**config.mk**
```make
export PLATFORM = sky130hd
export DESIGN_NAME = sysref_pulse_generator
export DESIGN_NICKNAME = d
export VERILOG_FILES = /design/src/delay_line.v /design/src/ratio_divider.v /design/src/sysref_pulse_generator.v
export VERILOG_INCLUDE_DIRS = /design/src
export SDC_FILE = /design/constraint.sdc
export NUM_CORES = 1
export LEC_CHECK = 0
export BUFFER_PORTS_ARGS = -buffer_cell sky130_fd_sc_hd__buf_2
export CAP_MARGIN = 10
export CELL_PAD_IN_SITES_DETAIL_PLACEMENT = 2
export CELL_PAD_IN_SITES_GLOBAL_PLACEMENT = 2
export CORE_MARGIN = 5
export CORE_UTILIZATION = 30
export CTS_BUF_LIST = sky130_fd_sc_hd__clkbuf_16
export CTS_CLUSTER_DIAMETER = 30
export DETAILED_ROUTE_END_ITERATION = 7
export PLACE_DENSITY = 0.79
export SLEW_MARGIN = 40
export SYNTH_ARGS = -nofsm -noshare
export SYNTH_HDL_FRONTEND = slang
export SYNTH_SLANG_ARGS = --single-unit
```
**constraint.sdc**
```tcl
create_clock -name clk -period 5.2 [get_ports clk]
set_input_delay 0.52 -clock clk [delete_from_list [all_inputs] [get_ports clk]]
set_output_delay 0.52 -clock clk [all_outputs]
set_load 0.01 [all_outputs]
```
**src/sysref_map.vh**
```
// constants for the sysref pulse generator: field layout, reset values,
// timing counts. included by the design files by bare name.
`ifndef SYSREF_MAP_VH
`define SYSREF_MAP_VH
// ==========================================================
// register write addresses (no bus: strobe-select codes)
`define SR_ADDR_ALIGN 3'h0
`define SR_ADDR_COUNT 3'h1
`define SR_ADDR_DELAY 3'h2
`define SR_ADDR_CTRL 3'h3
// ==========================================================
// control word bit positions
`define SR_CTRL_SRC 0
`define SR_CTRL_MODE 1
`define SR_CTRL_TRIG 2
// ==========================================================
// reset values
`define SR_ALIGN_RST 7'h01
`define SR_COUNT_RST 8'h02
`define SR_DELAY_RST 8'h00
// ==========================================================
// alignment field layout
`define SR_CASCADE_BIT 6
// ==========================================================
// timing: delay step in ps, clock period in ps
`define SR_STEP_PS 339
`define SR_CLK_PS 50000
// pulse high and low half-width in release periods
`define SR_PULSE_HALF 8'h01
`endif

```
**src/delay_line.v**
```verilog
// global sysref delay: shifts a pulse by a code of 339 ps steps
// converted to whole clk cycles (rounded down); assumes one clk domain
`include "sysref_map.vh"
module delay_line (
   input wire clk,
   input wire rst_n,
   input wire [7:0] code,
   input wire din,
   output reg dout
);
   reg [255:0] tap_r;
   wire [17:0] delay_ps;
   wire [17:0] cyc_full;
   wire [7:0] cyc;
   assign delay_ps = code * 18'd339;
   assign cyc_full = delay_ps / 18'd50000;
   assign cyc = cyc_full[7:0];
   always @(posedge clk) begin
      if (!rst_n) begin
         tap_r <= 256'h0;
         dout <= 1'b0;
      end else begin
         tap_r <= {tap_r[254:0], din};
         if (cyc == 8'h00) begin
            dout <= din;
         end else begin
            dout <= tap_r[cyc - 8'h01];
         end
      end
   end
endmodule

```
**src/ratio_divider.v**
```verilog
// one divider stage: counts ratio-1 down to 0, pulses tick at wrap
// assumes en is a one-cycle enable on clk; ratio >= 2
module ratio_divider (
   input wire clk,
   input wire rst_n,
   input wire clr,
   input wire en,
   input wire [4:0] ratio,
   output wire tick
);
   reg [4:0] cnt_r;
   assign tick = en && (cnt_r == 5'h00);
   always @(posedge clk) begin
      if (!rst_n || clr) begin
         cnt_r <= 5'h00;
      end else if (en) begin
         if (cnt_r == 5'h00) begin
            cnt_r <= ratio - 5'h01;
         end else begin
            cnt_r <= cnt_r - 5'h01;
         end
      end
   end
endmodule

```
**src/sysref_pulse_generator.v**
```verilog
// sysref pulse generator: alignment divider, pulse counter, trigger, delay
// assumes register writes arrive as one-cycle strobes on clk and that
// device_clock_output phase is represented by the dev_clk_en enable pulse
//
// Functional notes
// [RL1] pulses release only on alignment divider wrap, coincident clock edges
// [RL2] software sets alignment divider to lcm of active channel dividers
// [RL3] cascade bit 6 set: product of upper and lower; clear: lower only
// [RL4] lower stage divides by code plus two, 2 to 9
// [RL5] upper stage ratios 2,4,6,8,4,8,12,16 cascaded before lower stage
// [RL6] software prefers cascaded setting with higher ratio where recommended
// [RL7] counted mode emits pulse_count pulses, 1 to 255, reset value 2
// [RL8] software sets source and mode to 0 for counted pulses
// [RL9] global delay equals code times 339 ps on all sysref outputs; code rounds it down to whole clk cycles
// [RL10] source 0 uses trigger bit; source 1 uses external pin
// [RL11] mode 0 counted burst; mode 1 continuous pulses
// [RL12] trigger write powers up sysref and releases pulses
// [RL13] trigger write also realigns phase and applies delay
// [RL14] trigger bit self-clears in counted mode
// [RL15] internal source: each trigger write starts fresh generation
// [RL16] external source: trigger arms, next pin rising edge starts
// [RL17] continuous runs until mode cleared or powered down; trigger reads undefined
`include "sysref_map.vh"
module sysref_pulse_generator (
   input wire clk,
   input wire rst_n,
   input wire dev_clk_en,
   input wire wr_en,
   input wire [2:0] wr_addr,
   input wire [7:0] wr_data,
   input wire [2:0] rd_addr,
   input wire power_down,
   input wire external_trigger_pin,
   output reg [7:0] rd_data,
   output reg pulse_output,
   output reg sysref_powered,
   output reg busy
);
// ==========================================================
// state codes
   localparam ST_IDLE = 2'h0;
   localparam ST_ARMED = 2'h1;
   localparam ST_RUN = 2'h2;
// ==========================================================
// registers
   reg [6:0] release_align_divider_r;
   reg [7:0] pulse_count_r;
   reg [7:0] global_pulse_delay_r;
   reg pulse_source_select_r;
   reg pulse_mode_select_r;
   reg pulse_trigger_r;
   reg [1:0] state_r;
   reg [1:0] state_nxt;
   reg [7:0] left_r;
   reg [7:0] left_nxt;
   reg level_r;
   reg level_nxt;
   reg [7:0] half_r;
   reg [7:0] half_nxt;
   reg realign_r;
   reg ext_s1_r;
   reg ext_s2_r;
   reg ext_d_r;
   reg [4:0] upper_ratio;
   wire [4:0] lower_ratio;
   wire upper_tick;
   wire lower_tick;
   wire lower_en;
   wire release_tick;
   wire ext_rise;
   wire trig_wr;
   wire cascade;
   wire pulse_raw;
   wire pulse_dly;
// ==========================================================
// register writes
   assign trig_wr = wr_en && (wr_addr == `SR_ADDR_CTRL) &&
      wr_data[`SR_CTRL_TRIG];
   always @(posedge clk) begin
      if (!rst_n) begin
         release_align_divider_r <= `SR_ALIGN_RST;
         pulse_count_r <= `SR_COUNT_RST;
         global_pulse_delay_r <= `SR_DELAY_RST;
         pulse_source_select_r <= 1'b0;
         pulse_mode_select_r <= 1'b0;
      end else if (wr_en) begin
         case (wr_addr)
            `SR_ADDR_ALIGN: release_align_divider_r <= wr_data[6:0];
            `SR_ADDR_COUNT: pulse_count_r <= wr_data;
            `SR_ADDR_DELAY: global_pulse_delay_r <= wr_data;
            `SR_ADDR_CTRL: begin
               pulse_source_select_r <= wr_data[`SR_CTRL_SRC];
               pulse_mode_select_r <= wr_data[`SR_CTRL_MODE];
            end
            default: begin
            end
         endcase
      end
   end
// ==========================================================
// trigger bit: held in continuous mode, self-clears in counted mode
   always @(posedge clk) begin
      if (!rst_n) begin
         pulse_trigger_r <= 1'b0;
      end else if (trig_wr) begin
         pulse_trigger_r <= wr_data[`SR_CTRL_MODE]; // [RL14]
      end else if (!pulse_mode_select_r) begin
         pulse_trigger_r <= 1'b0; // [RL14]
      end
   end
// ==========================================================
// read-back; trigger bit reads as its internal copy (undefined by spec)
   always @(posedge clk) begin
      if (!rst_n) begin
         rd_data <= 8'h00;
      end else begin
         case (rd_addr)
            `SR_ADDR_ALIGN: rd_data <= {1'b0, release_align_divider_r};
            `SR_ADDR_COUNT: rd_data <= pulse_count_r;
            `SR_ADDR_DELAY: rd_data <= global_pulse_delay_r;
            `SR_ADDR_CTRL: rd_data <= {3'h0, busy, sysref_powered,
               pulse_trigger_r, pulse_mode_select_r,
               pulse_source_select_r}; // [RL17]
            default: rd_data <= 8'h00;
         endcase
      end
   end
// ==========================================================
// external trigger synchroniser and edge detect
   always @(posedge clk) begin
      if (!rst_n) begin
         ext_s1_r <= 1'b0;
         ext_s2_r <= 1'b0;
         ext_d_r <= 1'b0;
      end else begin
         ext_s1_r <= external_trigger_pin;
         ext_s2_r <= ext_s1_r;
         ext_d_r <= ext_s2_r;
      end
   end
   assign ext_rise = ext_s2_r && !ext_d_r;
// ==========================================================
// release-alignment divider
   assign cascade = release_align_divider_r[`SR_CASCADE_BIT]; // [RL3]
   assign lower_ratio = {2'h0, release_align_divider_r[2:0]} + 5'h02; // [RL4]
   always @* begin
      case (release_align_divider_r[5:3]) // [RL5]
         3'h0: upper_ratio = 5'h02;
         3'h1: upper_ratio = 5'h04;
         3'h2: upper_ratio = 5'h06;
         3'h3: upper_ratio = 5'h08;
         3'h4: upper_ratio = 5'h04;
         3'h5: upper_ratio = 5'h08;
         3'h6: upper_ratio = 5'h0C;
         3'h7: upper_ratio = 5'h10;
         default: upper_ratio = 5'h02;
      endcase
   end
   ratio_divider u_upper (
      .clk(clk),
      .rst_n(rst_n),
      .clr(realign_r),
      .en(dev_clk_en),
      .ratio(upper_ratio),
      .tick(upper_tick)
   );
   assign lower_en = cascade ? upper_tick : dev_clk_en; // [RL3] [RL5]
   ratio_divider u_lower (
      .clk(clk),
      .rst_n(rst_n),
      .clr(realign_r),
      .en(lower_en),
      .ratio(lower_ratio),
      .tick(lower_tick)
   );
   // stale ticks are held off until the dividers have been realigned
   assign release_tick = lower_tick && !realign_r; // [RL1] [RL13]
// ==========================================================
// power and realign on trigger write
   always @(posedge clk) begin
      if (!rst_n) begin
         sysref_powered <= 1'b0;
         realign_r <= 1'b0;
      end else begin
         realign_r <= trig_wr; // [RL13]
         if (power_down) begin
            sysref_powered <= 1'b0; // [RL17]
         end else if (trig_wr) begin
            sysref_powered <= 1'b1; // [RL12]
         end
      end
   end
// ==========================================================
// pulse sequencer
   always @* begin
      state_nxt = state_r;
      left_nxt = left_r;
      level_nxt = level_r;
      half_nxt = half_r;
      case (state_r)
         ST_IDLE: begin
            level_nxt = 1'b0;
            if (trig_wr && !power_down) begin
               // continuous run keeps no count, so clearing mode ends it
               left_nxt = wr_data[`SR_CTRL_MODE] ? 8'h00 : pulse_count_r; // [RL7]
               half_nxt = 8'h00;
               if (wr_data[`SR_CTRL_SRC]) begin
                  state_nxt = ST_ARMED; // [RL16]
               end else begin
                  state_nxt = ST_RUN; // [RL10] [RL15]
               end
            end
         end
         ST_ARMED: begin
            if (ext_rise) begin
               state_nxt = ST_RUN; // [RL16]
            end
         end
         ST_RUN: begin
            if (release_tick) begin
               if (half_r != 8'h00) begin
                  half_nxt = half_r - 8'h01;
               end else if (level_r) begin
                  level_nxt = 1'b0;
                  half_nxt = `SR_PULSE_HALF - 8'h01;
                  if (!pulse_mode_select_r) begin
                     left_nxt = left_r - 8'h01; // [RL7] [RL11]
                     if (left_r == 8'h01) begin
                        state_nxt = ST_IDLE;
                     end
                  end
               end else begin
                  level_nxt = 1'b1; // [RL1]
                  half_nxt = `SR_PULSE_HALF - 8'h01;
               end
            end
            if (pulse_mode_select_r == 1'b0 && left_r == 8'h00) begin
               state_nxt = ST_IDLE; // [RL17]
            end
         end
         default: begin
            state_nxt = ST_IDLE;
         end
      endcase
      if (trig_wr && !power_down && state_r != ST_IDLE) begin
         left_nxt = wr_data[`SR_CTRL_MODE] ? 8'h00 : pulse_count_r; // [RL15]
         half_nxt = 8'h00;
         level_nxt = 1'b0;
         state_nxt = wr_data[`SR_CTRL_SRC] ? ST_ARMED : ST_RUN; // [RL10]
      end
      if (power_down) begin
         state_nxt = ST_IDLE; // [RL17]
         level_nxt = 1'b0;
      end
   end
   always @(posedge clk) begin
      if (!rst_n) begin
         state_r <= ST_IDLE;
         left_r <= 8'h00;
         level_r <= 1'b0;
         half_r <= 8'h00;
         busy <= 1'b0;
      end else begin
         state_r <= state_nxt;
         left_r <= left_nxt;
         level_r <= level_nxt;
         half_r <= half_nxt;
         busy <= (state_nxt != ST_IDLE);
      end
   end
// ==========================================================
// global delay and output
   assign pulse_raw = level_r && sysref_powered;
   delay_line u_delay (
      .clk(clk),
      .rst_n(rst_n),
      .code(global_pulse_delay_r),
      .din(pulse_raw),
      .dout(pulse_dly)
   ); // [RL9] [RL13]
   always @(posedge clk) begin
      if (!rst_n) begin
         pulse_output <= 1'b0;
      end else begin
         pulse_output <= pulse_dly;
      end
   end
endmodule

```
==> metrics.yaml, run 1 <==
switching_share: 0.278
post_route_fraction_of_the_period_consumed_by_the_critical_path: 0.954
min_period_ns: 4.96
synth.largest_area_cell: "sky130_fd_sc_hd__dfxtp_1"
gp_routability_congestion: 0.784
drtIter0Drc: 136
holdBufCountCts: 0
placement.setup.worst_slack_ns: -0.0944
width_of_the_chip_um: 141
drt-vias-per-instance: 5.13
synth_cell_types: 63
cp.required_ns: 5.43
crit_path_end: "u_delay.dout"
timing.reg2reg.worst_path_depth: 17
outcome: "completed"
async_sr_flop_fraction: 0
worstHoldPathType: "in -> reg"
vias: 4446
power.density_cell_area_mw_per_mm2: 249
path_delay_family: "adder cells"
dp_hpwl_mm: 12.2
start_kind: "flop"
grt.total_usage: 0.161
fin_nets: 723
ir_drop_mv: 0.149
overflow: 0
clock_pin_slew_on_the_worst_setup_and_hold_paths_ns: 0.06
synth.yosys.seq_area_share: 0.306
first_global_vias: 5007
cp_cell_sequence: "ha_1 -> ha_1 -> or2_2 -> fa_1 -> ha_1 -> ha_1 -> a211oi_1 -> nor2_1 -> a311o_1 -> mux2i_1 -> nand3_1 -> a311oi_4 -> nor2_1 -> o31ai_2 -> ha_2 -> nor4b_2 -> a211oi_1"
holdWs_ns: 0.388
cts.sink_count: 79
final_max_slew_viol_count: 0
antenna_found_initial: 0
share_seq_of_total_power: 0.430
worst_ep_arrival_time_ns: 5.19
max_stage_delay_ns: 0.47
final_area_mm2: 0.00598
crit_path_frequent_cell: "sky130_fd_sc_hd__ha_1"
power.share.combinational: 0.134
fmaxAchievable_mhz: 201
synth_fp_nets: 695
netlist.area_leader.share: 0.306
power_leakage_nw: 2.59
path_class: "reg -> reg"
syn-mean-instance-area_um2: 8.49
postRouteWirelength_mm: 16.1
timing.critical_path.buf_inv: 0
postPlaceCellArea_mm2: 0.00558
timing.critical_path.to_type: "flop"
timing.clock.skew_ns: 0.00848
crit_path_max_fanout: 8
fraction_of_final_layout_cells_sized_beyond_drive_strength_1: 0.134
finalWorstSetupSlack_ns: 0.237
postSynthCellCount: 608
clock_insertion_delay_at_the_later_pin_of_the_skew_report_ns: 0.35
final_antenna_net_count: 0
net-switching-power_mw: 0.414
routed_wire_length_per_instance_um: 18.6
layout.filler_cells: 1955
port_buffers: 30
synth.cell_area_mm2: 0.00516
placedCellCount: 848
reg2reg_slack_ns: 0.24
io-pin-count: 31
final-instance-count-excl-fill: 866
crit_start: "global_pulse_delay_r[2]"
dr.pass1.iters: 4
dieArea_mm2: 0.0199
dieHeight_um: 141
area.growth.synth_to_final_pct: 16.0
antenna-diode-count: 0
grt_start_max_net_pins: 51
drv_cap: 0
core-area_mm2: 0.0171
worst_path_max_delay_cell: "sky130_fd_sc_hd__fa_1"
max_slew.worst_pin.slew_ns: 0.728
grt_pass1_wl_mm: 25.8
synth.ff_latch_count: 79
setup_viol: 0
ys.flop_type: "sky130_fd_sc_hd__dfxtp_1"
final-hold-violation-count: 0
floorplan.initialDensity: 0.303
post-route-drc-count: 0
cts_htree_levels: 3
clockPowerShare: 0.436
clockRootBuffer: "sky130_fd_sc_hd__clkbuf_16"
placement_rows: 48
critical_path.reg2reg.startpoint: "global_pulse_delay_r[2]"
worst_r2r_endpoint: "u_delay.dout"
cts-buffers-inserted: 9
cts_tree: "built"
synth_enable_flop_cells: 0
ys_top_cells_by_area: "sky130_fd_sc_hd__dfxtp_1 (31%), sky130_fd_sc_hd__ha_1 (14%), sky130_fd_sc_hd__nand2_1 (5.7%), sky130_fd_sc_hd__fa_1 (4.3%), sky130_fd_sc_hd__nor2_1 (3.6%)"
p_int_mw: 1.07
max-clock-path-buffers: 2
cp_num_cells: 17
max-slew-margin-rel: 0.511
timing.setup.tns_ns: 0
yosysWarnings: 0
## flip-flops by register name (all words and copies together), names as in the netlist, 2 cells and up
| register | flops |
|---|---|
| global_pulse_delay_r | 8 |
| upper_ratio | 4 |
| rd_data | 8 |
| u_delay.tap_r | 4 |
| pulse_count_r | 8 |
| left_r | 8 |
| u_upper.cnt_r | 5 |
| release_align_divider_r | 7 |
| u_lower.cnt_r | 5 |
| state_r | 2 |
| half_r | 8 |
## power groups by stage
stage | logic, mW | registers, mW | clock network, mW
4_1_cts | 0.198 | 0.640 | 0.663
3_3_place_gp | 0.178 | 0.651 | 0
6_report | 0.200 | 0.640 | 0.648
3_5_place_dp | 0.195 | 0.654 | 0
2_1_floorplan | 0.133 | 0.648 | 0
5_1_grt | 0.225 | 0.643 | 0.687
## worst min-delay path by stage
| stage | start | slack, ns | endpoint | cells past startpoint |
|---|---|---|---|---|
| after floorplan | ext_s1_r | 0.41 | ext_s2_r | 1 |
| after global placement | ext_s1_r | 0.42 | ext_s2_r | 1 |
| after detailed placement | ext_s1_r | 0.42 | ext_s2_r | 1 |
| after CTS | external_trigger_pin | 0.38 | ext_s1_r | 2 |
| after global routing | external_trigger_pin | 0.40 | ext_s1_r | 2 |
| final | external_trigger_pin | 0.39 | ext_s1_r | 2 |
## worst register-to-register path: stages, from the launching register on
cell and delay (ns):
sky130_fd_sc_hd__dfxtp_1 0.32, sky130_fd_sc_hd__ha_1 0.31, sky130_fd_sc_hd__ha_1 0.20, sky130_fd_sc_hd__or2_2 0.32, sky130_fd_sc_hd__fa_1 0.47, sky130_fd_sc_hd__ha_1 0.31
sky130_fd_sc_hd__ha_1 0.43, sky130_fd_sc_hd__a211oi_1 0.33, sky130_fd_sc_hd__nor2_1 0.09, sky130_fd_sc_hd__a311o_1 0.38, sky130_fd_sc_hd__mux2i_1 0.21, sky130_fd_sc_hd__nand3_1 0.17
sky130_fd_sc_hd__a311oi_4 0.30, sky130_fd_sc_hd__nor2_1 0.11, sky130_fd_sc_hd__o31ai_2 0.24, sky130_fd_sc_hd__ha_2 0.35, sky130_fd_sc_hd__nor4b_2 0.24, sky130_fd_sc_hd__a211oi_1 0.08
## per-layer routing
layer  vias up  track usage  wire (um)
li1       2174            -          -
met1      2217        0.206       7350
met2        41        0.286       8110
met3        14       0.0268        430
met4         0       0.0352        175
met5         -            0          0
## Yosys cell counts, types with 9 or more instances
cell,instances
sky130_fd_sc_hd__dfxtp_1,79
sky130_fd_sc_hd__nand2_1,78
sky130_fd_sc_hd__ha_1,56
sky130_fd_sc_hd__nor2_1,50
sky130_fd_sc_hd__inv_1,40
sky130_fd_sc_hd__a21oi_1,25
sky130_fd_sc_hd__a21boi_0,24
sky130_fd_sc_hd__clkbuf_1,23
sky130_fd_sc_hd__mux2i_1,17
sky130_fd_sc_hd__nand3_1,17
sky130_fd_sc_hd__o21ai_0,17
sky130_fd_sc_hd__and2_1,13
sky130_fd_sc_hd__nor3_1,13
sky130_fd_sc_hd__xor2_1,12
sky130_fd_sc_hd__fa_1,11
sky130_fd_sc_hd__nand2b_1,10
sky130_fd_sc_hd__nor2b_1,9
## logic make-up after synthesis
logic type / Yosys count / synth area share
flops: 79 / 0.306
fa+ha+maj: 67 / 0.178
simple gates: 230 / 0.218
compound gates: 128 / 0.179
mux: 18 / 0.0352
buf+inv: 67 / 0.0502
xor+xnor: 19 / 0.0323
## stage by stage
step,total power [mW],utilization
floorplan,0.781,-
global placement,0.829,0.327
detailed placement,0.848,0.327
CTS,1.50,0.346
global route,1.56,0.351
finish,1.49,0.351
## repair_timing
action / in CTS / in global routing
endpoints found under the setup margin: 1 / 1
endpoints found under the hold margin: 0 / 0
pin swaps: 5 / 9
setup buffers: 0 / 2
resized for setup: 4 / 11
## cells in the final DEF, fill, tap and decap left out, types with 17 or more instances in the layout
cell / netlist / layout
sky130_fd_sc_hd__nand3_1: 17 / 17
sky130_fd_sc_hd__mux2i_1: 17 / 17
sky130_fd_sc_hd__dfxtp_1: 79 / 78
sky130_fd_sc_hd__buf_2: 0 / 29
sky130_fd_sc_hd__a21boi_0: 24 / 23
sky130_fd_sc_hd__o21ai_0: 17 / 17
sky130_fd_sc_hd__nand2_1: 78 / 78
sky130_fd_sc_hd__ha_1: 56 / 50
sky130_fd_sc_hd__nor2_1: 50 / 50
sky130_fd_sc_hd__inv_1: 40 / 41
sky130_fd_sc_hd__a21oi_1: 25 / 24
## cell type report
type	count	area (um2)	area share
Clock inverter	7	71.3	0.0119
Timing Repair Buffer	44	262	0.0437
Multi-Input combinational cell	462	3410	0.570
Sequential cell	79	1580	0.264
Clock buffer	9	225	0.0376
Tap cell	225	282	0.0470
Inverter	40	150	0.0251
(Power assumes the default switching activity.)
==> run 2: changes to the inputs <==
--- a/config.mk
+++ b/config.mk
@@ -15,7 +15,7 @@
 export CTS_BUF_LIST = sky130_fd_sc_hd__clkbuf_16
 export CTS_CLUSTER_DIAMETER = 30
 export DETAILED_ROUTE_END_ITERATION = 7
-export PLACE_DENSITY = 0.79
+export PLACE_DENSITY = 0.69
 export SLEW_MARGIN = 40
 export SYNTH_ARGS = -nofsm -noshare
 export SYNTH_HDL_FRONTEND = slang
==> run 2 against run 1 <==
  * Critical path depth grew 2
  * Core utilization shrank 0.23 points
  * Sequential cell count is the same
  * Clock power shrank 7.7%
  * Design area shrank 0.65%
==> metrics.yaml, run 2 (same netlist as run 1, synthesis figures left out) <==
ir_drop_mv: 0.146
cp_cell_sequence: "inv_1 -> ha_1 -> fa_1 -> inv_1 -> fa_1 -> ha_4 -> ha_4 -> a21o_4 -> a221oi_4 -> buf_4 -> o311ai_1 -> nor4_1 -> a311oi_1 -> a311oi_2 -> nor2_1 -> o31ai_2 -> ha_2 -> nor2b_1 -> a211oi_1"
routed_wire_length_per_instance_um: 17.2
mostFrequentLayoutCells: "sky130_fd_sc_hd__nand2_1 (78), sky130_fd_sc_hd__dfxtp_1 (78), sky130_fd_sc_hd__ha_1 (52)"
dp_hpwl_mm: 11.7
timing.critical_path.to_type: "flop"
timing.clock.skew_ns: 0.00704
dieArea_mm2: 0.0199
power.density_cell_area_mw_per_mm2: 241
power.share.combinational: 0.136
placedCellCount: 849
final_max_slew_viol_count: 0
grt_start_max_net_pins: 51
power.total_mw: 1.43
grt_pass1_wl_mm: 25.1
final-instance-count-excl-fill: 868
max_slew.worst_pin.slew_ns: 0.795
worst_ep_arrival_time_ns: 5.28
port_buffers: 30
postRouteWirelength_mm: 14.9
cts_htree_levels: 3
setup_viol: 0
postLayoutCoreUtil: 0.349
final-hold-violation-count: 0
placement_rows: 48
cp.required_ns: 5.46
post-route-drc-count: 0
max_stage_delay_ns: 0.54
path_class: "reg -> reg"
final_area_mm2: 0.00595
crit_path_end: "u_delay.dout"
share_seq_of_total_power: 0.447
drt-vias-per-instance: 5.09
final_antenna_net_count: 0
antenna_found_initial: 0
clockRootBuffer: "sky130_fd_sc_hd__clkbuf_16"
max-clock-path-buffers: 2
grt.total_usage: 0.156
clockPowerShare: 0.418
drv_cap: 0
p_int_mw: 1.03
worst_r2r_endpoint: "u_delay.dout"
io-pin-count: 31
start_kind: "flop"
clock_insertion_delay_at_the_later_pin_of_the_skew_report_ns: 0.34
reg2reg_slack_ns: 0.18
min_period_ns: 5.02
antenna-diode-count: 0
gp_routability_congestion: 0.828
floorplan.initialDensity: 0.303
max-slew-margin-rel: 0.466
width_of_the_chip_um: 141
power_leakage_nw: 2.57
vias: 4416
worstHoldPathType: "in -> reg"
cts_tree: "built"
holdBufCountCts: 0
fmaxAchievable_mhz: 199
crit_start: "global_pulse_delay_r[6]"
placement.setup.worst_slack_ns: -0.0169
fraction_of_final_layout_cells_sized_beyond_drive_strength_1: 0.128
post_route_fraction_of_the_period_consumed_by_the_critical_path: 0.966
dieHeight_um: 141
postPlaceCellArea_mm2: 0.00559
layout.filler_cells: 1969
core-area_mm2: 0.0171
outcome: "completed"
dr.pass1.iters: 4
switching_share: 0.284
first_global_vias: 4881
crit_path_max_fanout: 3
finalWorstSetupSlack_ns: 0.179
critical_path.reg2reg.startpoint: "global_pulse_delay_r[6]"
fin_nets: 725
drtIter0Drc: 163
overflow: 0
clock_pin_slew_on_the_worst_setup_and_hold_paths_ns: 0.06
timing.reg2reg.worst_path_depth: 19
cts-buffers-inserted: 9
worst_path_max_delay_cell: "sky130_fd_sc_hd__fa_1"
net-switching-power_mw: 0.407
cts.sink_count: 79
area.growth.synth_to_final_pct: 15.2
## run 2: power by group through the flow
stage	Clock, mW	Combinational (mW)	Sequential, mW
floorplan	0	0.133	0.648
global placement	0	0.181	0.652
detailed placement	0	0.192	0.653
CTS	0.623	0.195	0.640
global route	0.646	0.223	0.642
finish	0.598	0.194	0.639
## run 2: how the worst min path moves through the flow
stage / startpoint / depth (start not counted) / slack (ns) / endpoint
after floorplan: ext_s1_r / 1 / 0.41 / ext_s2_r
after global placement: ext_s1_r / 1 / 0.44 / ext_s2_r
after detailed placement: ext_s1_r / 1 / 0.43 / ext_s2_r
after CTS: external_trigger_pin / 2 / 0.39 / ext_s1_r
after global routing: external_trigger_pin / 2 / 0.39 / ext_s1_r
final: external_trigger_pin / 2 / 0.39 / ext_s1_r
## run 2: worst max-delay path, delay by kind of cell, from the launching register on
family / cells / cell delay [ns]
DFF: 1 / 0.34
and+or+nand+nor: 3 / 0.48
AOI/OAI and AO/OA: 7 / 1.67
adders and majority gates: 6 / 2.17
buffers and inverters: 3 / 0.26
## run 2: cell type report
type | count | area (um2) | share of cell area
clock inverter | 7 | 47.5 | 0.00800
clock buffer | 9 | 225 | 0.0379
multi-input combinational | 462 | 3390 | 0.569
tap | 225 | 282 | 0.0473
inverter | 40 | 150 | 0.0253
timing repair buffer | 46 | 273 | 0.0459
sequential | 79 | 1580 | 0.266
## run 2: through the flow
step	setup TNS, ns	hold WS (ns)
final	0	0.392
after global placement	0	0.436
after detailed placement	-0.0169	0.435
after floorplan	0	0.412
after global routing	-0.00630	0.393
after CTS	0	0.386
## run 2: per-layer routing
layer / global-route usage / share of wire / vias to the layer above / wire length (um)
met5: 0 / 0 / - / 0
met4: 0.0393 / 0.0083 / 0 / 124
met3: 0.0288 / 0.025 / 9 / 370
met2: 0.267 / 0.49 / 41 / 7300
met1: 0.203 / 0.48 / 2181 / 7110
li1: - / - / 2185 / -
## run 2: repair_timing
item | 4_1_cts | 5_1_grt
setup endpoints to repair | 1 | 1
pin swaps | 3 | 10
setup buffers | 1 | 2
gates resized for setup | 0 | 9
